### src/pkg/rmpr_pkg.sv
// rmpr_pkg: offsets, field positions and reset values of receive profiles 1 to 3
// assumes 8-bit registers on a 10-bit internal register address
package rmpr_pkg;

    localparam int RMPR_AW = 10;
    localparam int RMPR_NREG = 8;

    // register offsets, index order used throughout the bank
    localparam logic [9:0] RMPR_P1_EN_OFF = 10'h043;
    localparam logic [9:0] RMPR_P1_GA_OFF = 10'h044;
    localparam logic [9:0] RMPR_P1_GB_OFF = 10'h045;
    localparam logic [9:0] RMPR_P2_EN_OFF = 10'h046;
    localparam logic [9:0] RMPR_P2_GA_OFF = 10'h047;
    localparam logic [9:0] RMPR_P2_GB_OFF = 10'h048;
    localparam logic [9:0] RMPR_P3_EN_OFF = 10'h049;
    localparam logic [9:0] RMPR_P3_GA_OFF = 10'h04a;
    localparam logic [9:0] RMPR_STATUS_OFF = 10'h032;

    // register indices
    localparam int RMPR_P1_EN = 0;
    localparam int RMPR_P1_GA = 1;
    localparam int RMPR_P1_GB = 2;
    localparam int RMPR_P2_EN = 3;
    localparam int RMPR_P2_GA = 4;
    localparam int RMPR_P2_GB = 5;
    localparam int RMPR_P3_EN = 6;
    localparam int RMPR_P3_GA = 7;

    // path-enable layout: [6] splitter one, [5] ch1ch2, [4] ch3ch4, [3:0] channels 1..4
    localparam int RMPR_SPLIT_LSB = 4;
    localparam int RMPR_CHAN_LSB = 0;
    // gain layout: high field [6:4], low field [2:0]
    localparam int RMPR_GAIN_HI_LSB = 4;
    localparam int RMPR_GAIN_LO_LSB = 0;
    localparam logic [3:0] RMPR_STATUS_PROFILE_LSB = 4'h0;

    // writable bits; reserved bits read as zero
    localparam logic [7:0] RMPR_EN_MASK = 8'h7f;
    localparam logic [7:0] RMPR_GAIN_MASK = 8'h77;

    // values after reset
    localparam logic [7:0] RMPR_P1_EN_RST = 8'h68;
    localparam logic [7:0] RMPR_P2_EN_RST = 8'h64;
    localparam logic [7:0] RMPR_P3_EN_RST = 8'h52;
    localparam logic [7:0] RMPR_GAIN_RST = 8'h77;
    localparam logic [2:0] RMPR_LEVEL_RST = 3'h7;
    localparam logic [3:0] RMPR_PROFILE_RST = 4'h0;

    localparam logic [9:0] RMPR_OFFS [RMPR_NREG] = '{
        RMPR_P1_EN_OFF, RMPR_P1_GA_OFF, RMPR_P1_GB_OFF, RMPR_P2_EN_OFF,
        RMPR_P2_GA_OFF, RMPR_P2_GB_OFF, RMPR_P3_EN_OFF, RMPR_P3_GA_OFF};
    localparam logic [7:0] RMPR_RSTS [RMPR_NREG] = '{
        RMPR_P1_EN_RST, RMPR_GAIN_RST, RMPR_GAIN_RST, RMPR_P2_EN_RST,
        RMPR_GAIN_RST, RMPR_GAIN_RST, RMPR_P3_EN_RST, RMPR_GAIN_RST};
    localparam logic [7:0] RMPR_MASKS [RMPR_NREG] = '{
        RMPR_EN_MASK, RMPR_GAIN_MASK, RMPR_GAIN_MASK, RMPR_EN_MASK,
        RMPR_GAIN_MASK, RMPR_GAIN_MASK, RMPR_EN_MASK, RMPR_GAIN_MASK};

    localparam logic [3:0] RMPR_PROFILE_ONE = 4'h1;
    localparam logic [3:0] RMPR_PROFILE_TWO = 4'h2;
    localparam logic [3:0] RMPR_PROFILE_THREE = 4'h3;

endpackage : rmpr_pkg

### src/verilog/rmpr_reg8.sv
// rmpr_reg8: one 8-bit profile register with a reset value and a writable-bit mask
// assumes write strobe and data are synchronous to clk_in
`timescale 1ns/1ps
`default_nettype none
module rmpr_reg8 #(
    parameter logic [7:0] RST_VAL = 8'h00,
    parameter logic [7:0] WR_MASK = 8'hff
) (
    // clock and reset
    input wire logic clk_in,
    input wire logic rst_in,
    // write side
    input wire logic wr_in,
    input wire logic [7:0] data_in,
    // stored value
    output logic [7:0] q_out
);
    always_ff @(posedge clk_in or posedge rst_in) begin
        if (rst_in) begin
            q_out <= RST_VAL;
        end else if (wr_in) begin
            // reserved bits never take a one
            q_out <= data_in & WR_MASK;
        end
    end
endmodule : rmpr_reg8
`default_nettype wire

### src/verilog/rmpr_profile_bank.sv
// rmpr_profile_bank: stored receive profiles 1..3 and the applied-profile outputs
// assumes an external serial port slave turns transfers into single-cycle strobes
// Notes on behaviour
// profile 1 enables reset to splitter one, ch1ch2 splitter, channel 1 on
// profile 1 gains: ch1/ch3 in [6:4], ch2/ch4 in [2:0], reset 0x7
// profile 2 enables reset to splitter one, ch1ch2 splitter, channel 2 on
// profile 2 gains same layout at 0x047/0x048, writable, reset 0x7
// profile 3 enables reset to splitter one, ch3ch4 splitter, channel 3 on
// profile 3 ch1/ch2 gains at 0x04a, writable 3-bit fields, reset 0x7
// applied profile number readable as 4-bit read-only status field
// selected profile's enables and gains drive the channel and splitter controls
`timescale 1ns/1ps
`default_nettype none
module rmpr_profile_bank
    import rmpr_pkg::*;
(
    // clock and reset
    input wire logic clk_in,
    input wire logic rst_in,
    // register access from the serial port slave
    input wire logic wr_en_in,
    input wire logic rd_en_in,
    input wire logic [RMPR_AW-1:0] addr_in,
    input wire logic [7:0] wr_data_in,
    output logic [7:0] rd_data_out,
    // sequencer profile selection
    input wire logic seq_load_in,
    input wire logic [3:0] seq_profile_in,
    // applied controls
    output logic [3:0] applied_receive_profile_out,
    output logic [2:0] splitter_on_out,
    output logic [3:0] chan_on_out,
    output logic [11:0] chan_level_out
);
    logic [7:0] reg_q [RMPR_NREG];
    logic [RMPR_NREG-1:0] hit;
    logic [7:0] rd_next;
    logic [7:0] en_next;
    logic [11:0] level_next;

    genvar gi;
    generate
        for (gi = 0; gi < RMPR_NREG; gi++) begin : g_regs
            assign hit[gi] = (addr_in == RMPR_OFFS[gi]);
            rmpr_reg8 #(
                .RST_VAL(RMPR_RSTS[gi]),
                .WR_MASK(RMPR_MASKS[gi])
            ) u_reg (
                .clk_in(clk_in),
                .rst_in(rst_in),
                .wr_in(wr_en_in & hit[gi]),
                .data_in(wr_data_in),
                .q_out(reg_q[gi])
            );
        end
    endgenerate

    // the status register is read-only; writes to it are dropped
    always_ff @(posedge clk_in or posedge rst_in) begin
        if (rst_in) begin
            applied_receive_profile_out <= RMPR_PROFILE_RST;
        end else if (seq_load_in) begin
            applied_receive_profile_out <= seq_profile_in;
        end
    end

    always_comb begin
        rd_next = 8'h00;
        if (addr_in == RMPR_STATUS_OFF) begin
            // sequencer count field is outside this bank and reads zero
            rd_next = 8'({applied_receive_profile_out} << RMPR_STATUS_PROFILE_LSB);
        end
        for (int i = 0; i < RMPR_NREG; i++) begin
            if (hit[i]) begin
                rd_next = reg_q[i];
            end
        end
    end

    always_ff @(posedge clk_in or posedge rst_in) begin
        if (rst_in) begin
            rd_data_out <= 8'h00;
        end else if (rd_en_in) begin
            rd_data_out <= rd_next;
        end
    end

    // profiles outside 1..3 live elsewhere; here they park every path off
    always_comb begin
        en_next = 8'h00;
        level_next = {4{RMPR_LEVEL_RST}};
        case (applied_receive_profile_out)
            RMPR_PROFILE_ONE: begin
                en_next = reg_q[RMPR_P1_EN];
                level_next = {reg_q[RMPR_P1_GA][6:4], reg_q[RMPR_P1_GA][2:0],
                              reg_q[RMPR_P1_GB][6:4], reg_q[RMPR_P1_GB][2:0]};
            end
            RMPR_PROFILE_TWO: begin
                en_next = reg_q[RMPR_P2_EN];
                level_next = {reg_q[RMPR_P2_GA][6:4], reg_q[RMPR_P2_GA][2:0],
                              reg_q[RMPR_P2_GB][6:4], reg_q[RMPR_P2_GB][2:0]};
            end
            RMPR_PROFILE_THREE: begin
                // channel 3/4 gains of this profile are not held here
                en_next = reg_q[RMPR_P3_EN];
                level_next = {reg_q[RMPR_P3_GA][6:4], reg_q[RMPR_P3_GA][2:0],
                              RMPR_LEVEL_RST, RMPR_LEVEL_RST};
            end
            default: begin
                en_next = 8'h00;
                level_next = {4{RMPR_LEVEL_RST}};
            end
        endcase
    end

    // registered so a profile switch changes all controls on the same edge
    always_ff @(posedge clk_in or posedge rst_in) begin
        if (rst_in) begin
            splitter_on_out <= 3'h0;
            chan_on_out <= 4'h0;
            chan_level_out <= {4{RMPR_LEVEL_RST}};
        end else begin
            splitter_on_out <= en_next[RMPR_SPLIT_LSB +: 3];
            chan_on_out <= en_next[RMPR_CHAN_LSB +: 4];
            chan_level_out <= level_next;
        end
    end

    chk_p1_en_reset: assert property (@(posedge clk_in) disable iff (rst_in)
        $past(rst_in) |-> reg_q[RMPR_P1_EN] == 8'h68)
        else $error("profile 1 enables wrong after reset");
    chk_p1_gain_reset: assert property (@(posedge clk_in) disable iff (rst_in)
        $past(rst_in) |-> (reg_q[RMPR_P1_GA] == 8'h77 && reg_q[RMPR_P1_GB] == 8'h77))
        else $error("profile 1 gains wrong after reset");
    chk_p2_en_reset: assert property (@(posedge clk_in) disable iff (rst_in)
        $past(rst_in) |-> reg_q[RMPR_P2_EN] == 8'h64)
        else $error("profile 2 enables wrong after reset");
    chk_p2_gain_write: assert property (@(posedge clk_in) disable iff (rst_in)
        (wr_en_in && addr_in == 10'h048) |=> reg_q[RMPR_P2_GB] == ($past(wr_data_in) & 8'h77))
        else $error("profile 2 gain write not stored");
    chk_p3_en_reset: assert property (@(posedge clk_in) disable iff (rst_in)
        $past(rst_in) |-> reg_q[RMPR_P3_EN] == 8'h52)
        else $error("profile 3 enables wrong after reset");
    chk_p3_gain_read: assert property (@(posedge clk_in) disable iff (rst_in)
        (wr_en_in && addr_in == 10'h04a) ##1 (rd_en_in && addr_in == 10'h04a && !wr_en_in)
        |=> rd_data_out == ($past(wr_data_in, 2) & 8'h77))
        else $error("profile 3 gain readback wrong");
    chk_status_profile: assert property (@(posedge clk_in) disable iff (rst_in)
        seq_load_in ##1 (rd_en_in && addr_in == 10'h032 && !seq_load_in)
        |=> rd_data_out == {4'h0, $past(seq_profile_in, 2)})
        else $error("status does not show applied profile");
    // a second load or a write in the settling cycles legally moves the outputs on
    chk_apply_controls: assert property (@(posedge clk_in) disable iff (rst_in)
        (seq_load_in && seq_profile_in == 4'h2) ##1 (!seq_load_in && !wr_en_in) ##1 !wr_en_in
        |-> ({splitter_on_out, chan_on_out} == reg_q[RMPR_P2_EN][6:0]
             && chan_level_out[11:9] == reg_q[RMPR_P2_GA][6:4])[*2])
        else $error("applied controls do not follow profile 2");

    // every profile register keeps exactly the writable bits of the last write
    chk_p1_en_write: assert property (@(posedge clk_in) disable iff (rst_in)
        (wr_en_in && addr_in == RMPR_P1_EN_OFF)
        |=> reg_q[RMPR_P1_EN] == ($past(wr_data_in) & RMPR_EN_MASK))
        else $error("profile 1 enable write not stored");
    chk_p1_ga_write: assert property (@(posedge clk_in) disable iff (rst_in)
        (wr_en_in && addr_in == RMPR_P1_GA_OFF)
        |=> reg_q[RMPR_P1_GA] == ($past(wr_data_in) & RMPR_GAIN_MASK))
        else $error("profile 1 channel 1/2 gain write not stored");
    chk_p1_gb_write: assert property (@(posedge clk_in) disable iff (rst_in)
        (wr_en_in && addr_in == RMPR_P1_GB_OFF)
        |=> reg_q[RMPR_P1_GB] == ($past(wr_data_in) & RMPR_GAIN_MASK))
        else $error("profile 1 channel 3/4 gain write not stored");
    chk_p2_en_write: assert property (@(posedge clk_in) disable iff (rst_in)
        (wr_en_in && addr_in == RMPR_P2_EN_OFF)
        |=> reg_q[RMPR_P2_EN] == ($past(wr_data_in) & RMPR_EN_MASK))
        else $error("profile 2 enable write not stored");
    chk_p2_ga_write: assert property (@(posedge clk_in) disable iff (rst_in)
        (wr_en_in && addr_in == RMPR_P2_GA_OFF)
        |=> reg_q[RMPR_P2_GA] == ($past(wr_data_in) & RMPR_GAIN_MASK))
        else $error("profile 2 channel 1/2 gain write not stored");
    chk_p3_en_write: assert property (@(posedge clk_in) disable iff (rst_in)
        (wr_en_in && addr_in == RMPR_P3_EN_OFF)
        |=> reg_q[RMPR_P3_EN] == ($past(wr_data_in) & RMPR_EN_MASK))
        else $error("profile 3 enable write not stored");
    chk_p3_ga_write: assert property (@(posedge clk_in) disable iff (rst_in)
        (wr_en_in && addr_in == RMPR_P3_GA_OFF)
        |=> reg_q[RMPR_P3_GA] == ($past(wr_data_in) & RMPR_GAIN_MASK))
        else $error("profile 3 gain write not stored");

    chk_p2_gain_reset: assert property (@(posedge clk_in) disable iff (rst_in)
        $past(rst_in)
        |-> (reg_q[RMPR_P2_GA] == RMPR_GAIN_RST && reg_q[RMPR_P2_GB] == RMPR_GAIN_RST))
        else $error("profile 2 gains wrong after reset");
    chk_p3_gain_reset: assert property (@(posedge clk_in) disable iff (rst_in)
        $past(rst_in) |-> reg_q[RMPR_P3_GA] == RMPR_GAIN_RST)
        else $error("profile 3 gains wrong after reset");
    chk_unmapped_read: assert property (@(posedge clk_in) disable iff (rst_in)
        (rd_en_in && addr_in == 10'h04b) |=> rd_data_out == 8'h00)
        else $error("address outside the bank does not read zero");

    // only the sequencer moves the applied profile; status writes are dropped
    chk_status_hold: assert property (@(posedge clk_in) disable iff (rst_in)
        !seq_load_in |=> $stable(applied_receive_profile_out))
        else $error("applied profile changed without a sequencer load");

    chk_p1_controls: assert property (@(posedge clk_in) disable iff (rst_in)
        $past(applied_receive_profile_out) == RMPR_PROFILE_ONE
        |-> ({splitter_on_out, chan_on_out} == $past(reg_q[RMPR_P1_EN][6:0])
             && chan_level_out[5:3] == $past(reg_q[RMPR_P1_GB][6:4])
             && chan_level_out[2:0] == $past(reg_q[RMPR_P1_GB][2:0])))
        else $error("applied controls do not follow profile 1");
    // channel 3/4 gains of profile 3 are held elsewhere and park at the reset level
    chk_p3_ch34_parked: assert property (@(posedge clk_in) disable iff (rst_in)
        $past(applied_receive_profile_out) == RMPR_PROFILE_THREE
        |-> chan_level_out[5:0] == {2{RMPR_LEVEL_RST}})
        else $error("profile 3 channel 3/4 gains not parked");
    chk_other_profile_off: assert property (@(posedge clk_in) disable iff (rst_in)
        ($past(applied_receive_profile_out) == RMPR_PROFILE_RST
         || $past(applied_receive_profile_out) > RMPR_PROFILE_THREE)
        |-> (splitter_on_out == 3'h0 && chan_on_out == 4'h0
             && chan_level_out == {4{RMPR_LEVEL_RST}}))
        else $error("profile outside this bank does not park every path");

    cov_switch_p3: cover property (@(posedge clk_in) disable iff (rst_in)
        seq_load_in && seq_profile_in == 4'h3);
    cov_write_p1: cover property (@(posedge clk_in) disable iff (rst_in)
        wr_en_in && addr_in == 10'h043);
    cov_read_status: cover property (@(posedge clk_in) disable iff (rst_in)
        rd_en_in && addr_in == 10'h032 && applied_receive_profile_out != 4'h0);
    cov_load_then_status: cover property (@(posedge clk_in) disable iff (rst_in)
        seq_load_in ##1 (rd_en_in && addr_in == RMPR_STATUS_OFF));
    cov_other_profile: cover property (@(posedge clk_in) disable iff (rst_in)
        seq_load_in && seq_profile_in > RMPR_PROFILE_THREE);

endmodule : rmpr_profile_bank
`default_nettype wire

### config.mk
export PLATFORM = sky130hd
export DESIGN_NAME = rmpr_profile_bank
export DESIGN_NICKNAME = d
export VERILOG_FILES = /design/src/pkg/rmpr_pkg.sv /design/src/verilog/rmpr_reg8.sv /design/src/verilog/rmpr_profile_bank.sv
export SDC_FILE = /design/constraint.sdc
export NUM_CORES = 1
export LEC_CHECK = 0
export BUFFER_PORTS_ARGS = -buffer_cell sky130_fd_sc_hd__buf_2
export CAP_MARGIN = 20
export CORE_MARGIN = 2
export CORE_UTILIZATION = 45
export CTS_CLUSTER_SIZE = 14
export DETAILED_ROUTE_END_ITERATION = 10
export GPL_TIMING_DRIVEN = 0
export PLACE_DENSITY = 0.65
export SLEW_MARGIN = 10
export SYNTH_ARGS = -nofsm -noshare
export SYNTH_HDL_FRONTEND = slang
export SYNTH_SLANG_ARGS = --single-unit
### constraint.sdc
create_clock -name clk_in -period 3.1 [get_ports clk_in]
set_clock_uncertainty 0.05 [all_clocks]
set_input_delay 0.31 -clock clk_in [delete_from_list [all_inputs] [get_ports clk_in]]
set_output_delay 0.31 -clock clk_in [all_outputs]
set_load 0.01 [all_outputs]
Yosys cells after proc, flatten, opt, wreduce, memory -nomap -nowiden
Index checks and enable logic that the tools add are counted.
{ "totals": {"reg_bits": 82, "out_inout_bits": 31, "rom_bits": 0, "latchBits": 0, "ram_bits": 0, "n_memories": 0, "input_bits": 27, "elab_cells": 44} }
{ "op_classes": {"muxes": 11, "reduce_logical": 0, "n_div": 0, "shifts": 0, "n_eq_ne": 12, "bitwise": 8, "mul": 0, "n_lt_le_gt_ge": 0, "add_sub_neg": 0} }
{ "ops": {"columns": ["op", "count"], "rows": [
  ["10-bit by 7-bit == test with 1-bit output, second input constant", 8],
  ["8-bit two-way mux", 8],
  ["12-bit one-hot mux with 3 select lines", 1],
  ["7-bit one-hot mux with 3 select lines", 1],
  ["10-bit by 6-bit == test with 1-bit output, second input constant", 1],
  ["1-bit bitwise AND", 8],
  ["4-bit by 2-bit == test with 1-bit output, second input constant", 2],
  ["4-bit by 1-bit == test with 1-bit output, second input constant", 1],
  ["4-bit two-way mux", 1]
]} }

Depth between registers and ports, before layout
Gate-level depths: netlist (run 1).
{ "depth": {"word_depth": 10, "ltp_mapped": 7, "depth_no_buf": 5} }

Modules after synthesis
A second synthesis (run 1) with hierarchy kept.
{ "unflattened": {"cells_unflattened": 407, "hier_area_um2": 4677.0} }
{ "by_module_without_submodules": {"columns": ["module", "n_inst", "seq_area_each_um2", "cells_each", "area_each_um2"], "rows": [
  ["rmpr_profile_bank", 1, 790.8, 268, 2338.5],
  ["rmpr_reg8 (g_regs[1].u_reg ...)", 5, 157.7, 17, 281.5],
  ["rmpr_reg8 (g_regs[0].u_reg ...)", 3, 178.9, 18, 310.3]
]} }

Worst setup path before layout (run 1)
No wires, ideal clock.
{ "synth_timing": {"path_kind": "input port to flip-flop", "startpoint": "in addr_in[4]", "endpoint": "reg g_regs[2].u_reg.q_out[0]", "path_buffers": 0, "arrival_ps": 1735, "slack_ps": 1233, "required_ps": 2968, "path_stages": 5, "cell_sequence": "nor4b_4 -> and3_2 -> nand2_2 -> nor3b_2 -> mux2_2"} }
{ "synth_between": {"elab_chain_cells": 2} }
{ "synth_lines": {"columns": ["element", "line_no", "text"], "rows": [
  ["from (decl)", "rmpr_profile_bank.sv:23", "input wire logic [RMPR_AW-1:0] addr_in,"],
  ["10-bit by 7-bit == test with 1-bit output", "rmpr_profile_bank.sv:44", "assign hit[gi] = (addr_in == RMPR_OFFS[gi]);"],
  ["1-bit bitwise AND", "rmpr_profile_bank.sv:51", ".wr_in(wr_en_in & hit[gi]),"],
  ["to (signal assigned)", "rmpr_reg8.sv:23", "q_out <= data_in & WR_MASK;"],
  ["to (decl)", "rmpr_reg8.sv:16", "output logic [7:0] q_out"]
]} }
No other way between the ends.
A chain may end at the register's enable or synchronous reset.

Worst setup path after layout (run 1)
{ "layout_timing": {"startpoint": "reg applied_receive_profile_out[0]", "endpoint": "reg chan_level_out[10]"} }
{ "layout_between": {"elab_chain_cells": 2} }
{ "layout_lines": {"columns": ["element", "line_no", "text"], "rows": [
  ["from (decl)", "rmpr_profile_bank.sv:30", "output logic [3:0] applied_receive_profile_out,"],
  ["from (signal assigned)", "rmpr_profile_bank.sv:63", "applied_receive_profile_out <= seq_profile_in;"],
  ["4-bit by 2-bit == test with 1-bit output or 4-bit by 1-bit == test with 1-bit output (tied branches)", "rmpr_profile_bank.sv:92", "case (applied_receive_profile_out)"],
  ["12-bit one-hot mux with 3 select lines *", "rmpr_profile_bank.sv:92", null],
  ["net level_next[10]", "rmpr_profile_bank.sv:39", "logic [11:0] level_next;"],
  ["to (signal assigned)", "rmpr_profile_bank.sv:121", "chan_level_out <= {4{RMPR_LEVEL_RST}};"],
  ["to (signal assigned)", "rmpr_profile_bank.sv:125", "chan_level_out <= level_next;"],
  ["to (decl)", "rmpr_profile_bank.sv:33", "output logic [11:0] chan_level_out"]
]} }
Mark *: on every way through the listed nets, which the timed path passes. The rest lies on a longest branch.

==> results of run 1 <==
==> through the flow <==
step	power (W)	std cells	util, %
global route	0.002301	515	53.54
detailed placement	0.001400	498	51.02
CTS	0.002231	515	53.54
finish	0.002210	515	53.54
global placement	0.001391	497	50.76
floorplan	0.001289	338	-
==> cell families after synthesis <==
group | Yosys count | synth area share, %
simple gates | 98 | 14.66
compound gates | 61 | 9.827
other cells | 1 | 0.09291
flops | 81 | 51.80
buf+inv | 22 | 2.511
mux | 75 | 21.11
==> state kept, by name (all words and copies together), names as in the netlist <==
signal,cells
g_regs.u_reg.q_out,51
splitter_on_out,3
rd_data_out,7
chan_on_out,4
applied_receive_profile_out,4
chan_level_out,12
==> worst max-delay path, delay by kind of cell, from the launching register on <==
| family | cells | cell delay [ns] |
|---|---|---|
| buf+inv | 2 | 1.20 |
| flops | 1 | 0.34 |
| mux | 1 | 0.25 |
| simple gates | 2 | 0.17 |
| compound gates | 1 | 0.13 |
==> per-layer routing <==
layer	wire [um]	up-vias
li1	-	1358
met1	4700	1520
met2	4849	91
met3	430	16
met4	189	0
met5	0	-
==> layout by cell type, fill, tap and decap left out, types with 8 or more instances in the layout <==
| cell type | instances |
|---|---|
| mux2i_1 | 12 |
| dfstp_2 | 51 |
| clkbuf_8 | 9 |
| mux2_2 | 57 |
| nand2_1 | 30 |
| clkbuf_1 | 12 |
| dfrtp_1 | 30 |
| a22oi_1 | 8 |
| a21oi_1 | 10 |
| buf_2 | 53 |
| o21ai_0 | 13 |
| a31oi_1 | 8 |
| nor2_1 | 24 |
==> final cells by class <==
type	instances	area, um^2
multi-input combinational	235	1844
inverter	2	10.01
fill	794	4051
tap	108	135.1
clock buffer	10	127.6
clock inverter	6	82.58
sequential	81	2091
timing repair buffer	53	285.3
buffer	20	93.84
==> worst min-delay path by stage <==
stage,from,endpoint,cells after the start
after global routing,seq_profile_in[1],applied_receive_profile_out[1],2
after CTS,seq_profile_in[3],applied_receive_profile_out[3],2
final,seq_profile_in[3],applied_receive_profile_out[3],2
after floorplan,wr_data_in[0],g_regs[5].u_reg.q_out[0],1
after detailed placement,rst_in,rd_data_out[4],2
after global placement,g_regs[3].u_reg.q_out[3],g_regs[3].u_reg.q_out[3],1
==> power groups by stage <==
stage                     Clock [W]  Combinational [W]  Sequential [W]
final                      0.000828           0.000255         0.00113
after CTS                  0.000848           0.000257         0.00113
after global placement            0           0.000247         0.00114
after global routing       0.000890           0.000280         0.00113
after detailed placement          0           0.000255         0.00114
after floorplan                   0           0.000134         0.00115
==> metrics, run 1 <==
met1 GRT Util=31.05%; worst setup path end=chan_level_out[10]; Post-Route Setup TNS=0 ns; Initial Util=46.28%; ant diodes=0; Clock Power Share=37.5%; final hold viol count=0; Layout Nets=429; first-pass GRT wire length=15,990 um; leading cell types by count after synthesis=mux2_2 (57), dfstp_2 (51), dfrtp_1 (30), nand2_1 (30), nor2_1 (24); combinational share of power=11.6%; Syn Inst Count=338; setup bufs post-CTS=0; fraction of layout instances using a drive strength above 1=49.88%; clk_lat worst skew=0.35 ns; Area contributors post-synth=dfstp_2 (33%), dfrtp_1 (19%), mux2_2 (16%), mux2i_1 (3.0%), nand2_1 (2.8%); placed standard-cell area=4449 um^2; post-CTS sizing=0; Critical Path End Type=register; Routed Antenna Nets=0; Pins Over Slew Limit=0; # port buffers=51; Vias=2,985; Die X=98.71 um; Worst Path Max Fanout=10; Psw=0.0005616 W; gr busiest metal=met2; GR Util met3=2.624%; actual slew at the worst max-slew pin=0.7843 ns; vias per inst=5.796; TritonCTS Sinks=81; Total GRT Usage=21.57%; internal power=0.001649 W; Max-cap violations=0; post-layout min period=2.244 ns; number of global-route vias before repair=2,966; Root Driver=clkbuf_8; post-route design area=4669 um^2; GR Overflow Total=0; Critical Path Start=applied_receive_profile_out[0]; final wirelength=10,170 um; # H-tree levels=3; pre-CTS setup slack=0.8052 ns; switch share=25.41%; reg2reg end=chan_level_out[10]; Ys Warns=0; Final period util=72.40%; Die Height=98.71 um; Distinct cells, synth=60; Ports=58; Slowest-stage cell, CP=buf_1; largest net degree at the start of global routing=43; initial antenna violation count=0; Core Area=8721 um^2; syn_nets=365; Clock Tree Buf Depth=2; DP Wirelength=7285 um; drt wl/cell=19.75 um; Hold WC Path Type=in2reg; CTS Buf Count=9; maximum vdd drop=0.2233 mV; Critical Path RT=3.32 ns; Post-synth ARST share=100.0%; crit-path cells=clkbuf_1, buf_1, mux2i_1, nand2_1, o21ai_0, nand2_1; slew margin rel.=47.72%; final worst setup slack=0.8557 ns; most frequent CP cell=nand2_1; # rows=34; #FFs+latches synth=81; count leader, synth=mux2_2; Post-synth EDFFs=0; startpoint types=register; CP max stage delay=0.66 ns; CTS tree=done; Pwr per Cell Area=473.3 nW/um^2; Critical Path AT=2.46 ns; synthesis-to-finish area growth=15.69%; leading area contributor after synthesis=dfstp_2; drt first pass iters=4; Top FF cell, synth=dfstp_2; leakage power=2.024 nW; Seq pwr share=51.0%; post-synthesis average cell area=11.94 um^2; reg2reg path depth=6; top-area cell type share of the netlist area=33.20%; DR iter-0 viols=165; register-to-register setup slack=0.86 ns; clock transition at the registers of the reported paths=0.08 ns; run status=completed; Setup CP Type=reg2reg; M2 GR Usage=33.70%; RSZ-0062 raised after global routing=no; maximum clock rate=0.4456 GHz; CTS Hold Bufs=1; DRC Markers=0; FF-to-FF Start=applied_receive_profile_out[0]; Mapped Area=4036 um^2; gpl congestion=0.8740; Hold WS=0.1322 ns; sequential area share after synthesis=51.80%; Final Setup Violations=0; die area=9744 um^2
Note: power is estimated with default switching activity, not from simulation.
==> inputs of run 2 (changes only) <==
--- a/config.mk
+++ b/config.mk
@@ -12,7 +12,7 @@
 export CTS_CLUSTER_SIZE = 14
 export DETAILED_ROUTE_END_ITERATION = 10
 export GPL_TIMING_DRIVEN = 0
-export PLACE_DENSITY = 0.65
+export PLACE_DENSITY = 0.68
 export SLEW_MARGIN = 10
 export SYNTH_ARGS = -nofsm -noshare
 export SYNTH_HDL_FRONTEND = slang
==> constraint.sdc (replaced) <==
create_clock -name clk_in -period 1.9 [get_ports clk_in]
set_clock_uncertainty 0.05 [all_clocks]
set_input_delay 0.19 -clock clk_in [delete_from_list [all_inputs] [get_ports clk_in]]
set_output_delay 0.19 -clock clk_in [all_outputs]
set_load 0.01 [all_outputs]
==> metrics, run 2 (synthesized netlist as in run 1, its figures left out) <==
register-to-register setup slack=0.16 ns (was 0.86 ns); fraction of layout instances using a drive strength above 1=50.74% (was 49.88%); CTS Buf Count=9 (unchanged); Final period util=96.66%; Pins Over Slew Limit=0 (unchanged); TritonCTS Sinks=81 (unchanged); first-pass GRT wire length=15,750 um (was 15,990 um); final wirelength=10,070 um (was 10,170 um); DR iter-0 viols=163 (was 165); FF-to-FF Start=applied_receive_profile_out[0] (unchanged); final hold viol count=0 (unchanged); GR Util met3=4.255% (was 2.624%); Util after Layout=53.72% (was 53.54%); Total GRT Usage=21.17% (was 21.57%); largest registers=g_regs.u_reg.q_out x51, chan_level_out x12, rd_data_out x7 (unchanged); Ports=58 (unchanged); Initial Util=46.28% (unchanged); Final Setup Violations=0 (unchanged); largest net degree at the start of global routing=40 (was 43); Setup CP Type=in2reg (was reg2reg); die area=9744 um^2 (unchanged); drt first pass iters=4 (unchanged); clk_lat worst skew=0.35 ns (about the same); Routed Antenna Nets=0 (unchanged); Die Height=98.71 um (unchanged); Clock Tree Buf Depth=2 (unchanged); synthesis-to-finish area growth=16.06% (was 15.69%); Hold Crit Start=seq_profile_in[3] (unchanged); Layout Nets=428 (was 429); reg2reg path depth=5 (was 6); hold path cells=2 (unchanged); # rows=34 (unchanged); # H-tree levels=3 (unchanged); GR Overflow Total=0 (unchanged); Hold WC Path Type=in2reg (unchanged); met1 GRT Util=28.67% (was 31.05%); vias per inst=5.759 (was 5.796); gpl congestion=0.9437 (was 0.8740); fill cell total of the finished layout=776 (was 794); Root Driver=clkbuf_8 (unchanged); Hold WS=0.01285 ns (was 0.1322 ns); CTS tree=done (unchanged); M2 GR Usage=34.90% (was 33.70%); Critical Path End Type=register (unchanged); clock transition at the registers of the reported paths=0.08 ns (about the same); Worst Path Max Fanout=6 (was 10); setup bufs post-CTS=0 (unchanged); number of global-route vias before repair=2,980 (was 2,966); Die X=98.71 um (unchanged); total power=0.003608 W (was 0.002210 W); max reg flops=51 (unchanged); leakage power=2.028 nW (was 2.024 nW); Pwr per Cell Area=770.1 nW/um^2 (was 473.3 nW/um^2); drt wl/cell=19.58 um (was 19.75 um); Max-cap violations=0 (unchanged); maximum clock rate=0.5445 GHz; # port buffers=51 (unchanged); post-layout min period=1.836 ns; maximum vdd drop=0.4728 mV (was 0.2233 mV); actual slew at the worst max-slew pin=0.6379 ns (was 0.7843 ns); placed insts=499 (was 498); Vias=2,960 (was 2,985); most frequent cells in the layout=mux2_2 (57), buf_2 (54), dfstp_2 (51) (was mux2_2 (57), buf_2 (53), dfstp_2 (51)); DP Wirelength=7355 um (was 7285 um); post-route insts no fill=514 (was 515); RSZ-0062 raised after global routing=no (unchanged); Hold Path End=applied_receive_profile_out[3] (unchanged); largest reg by FF count=g_regs.u_reg.q_out (unchanged); Critical Path RT=2.13 ns (was 3.32 ns); gr busiest metal=met2 (unchanged); run status=completed (unchanged); reg2reg end=chan_level_out[7] (was chan_level_out[10]); initial antenna violation count=0 (unchanged); Core Area=8721 um^2 (unchanged); Critical Path AT=2.06 ns (was 2.46 ns); startpoint types=primary input (was register); slew margin rel.=57.32% (was 47.72%); ant diodes=0 (unchanged); DRC Markers=0 (unchanged); most common cell after layout, fill and taps aside=mux2_2 (unchanged)
-- run 2: worst max-delay path, cell delays in order --
cell and delay, ns:
buf_2 0.13, nor4b_4 0.43, and3_2 0.30, nand2_2 0.10, nor2_1 0.51, mux2_2 0.41
-- run 2: layer usage --
metal  routed length, um  vias to the layer above
li1                    -                     1366
met1                4381                     1494
met2                5049                       86
met3                 482                       14
met4                 152                        0
met5                   0                        -
-- run 2: repair_timing --
action                                 in CTS  in global routing
pin swaps                                   0                  0
endpoints found under the hold margin       9                  0
hold buffers                                1                  0
setup endpoints to repair                   8                  2
resized for setup                           1                  0
-- run 2: worst max-delay path by stage --
stage / start / end / depth (start not counted)
finish: addr_in[4] / g_regs[4].u_reg.q_out[1] / 6
global route: addr_in[4] / g_regs[4].u_reg.q_out[6] / 6
CTS: applied_receive_profile_out[1] / chan_level_out[7] / 5
detailed placement: addr_in[4] / g_regs[2].u_reg.q_out[0] / 6
global placement: applied_receive_profile_out[0] / chan_level_out[6] / 6
floorplan: addr_in[4] / g_regs[2].u_reg.q_out[0] / 5
-- run 2: power breakdown --
part | total, W | internal, W | leakage, nW | switching (W)
Sequential | 0.00185 | 0.00181 | 0.931 | 0.0000470
Clock | 0.00135 | 0.000734 | 0.106 | 0.000620
Combinational | 0.000399 | 0.000150 | 0.991 | 0.000250
-- run 2: cell type report --
cell class | instances | area, um^2 | area share [%]
Sequential cell | 81 | 2091 | 44.63
Multi-Input combinational cell | 235 | 1844 | 39.37
Timing Repair Buffer | 54 | 305.3 | 6.517
Tap cell | 108 | 135.1 | 2.885
Clock buffer | 10 | 127.6 | 2.724
Buffer | 18 | 87.58 | 1.870
Clock inverter | 6 | 82.58 | 1.763
Inverter | 2 | 11.26 | 0.2404
-- run 2: per-stage QoR --
stage	worst slack [ns]	area (um^2)	setup TNS (ns)
4_1_cts	0.08991	4688	0
3_3_place_gp	-0.2577	4431	-7.821
6_report	0.06354	4684	0
3_5_place_dp	-0.2844	4471	-8.601
2_1_floorplan	0.1526	4040	0
5_1_grt	0.001053	4684	0
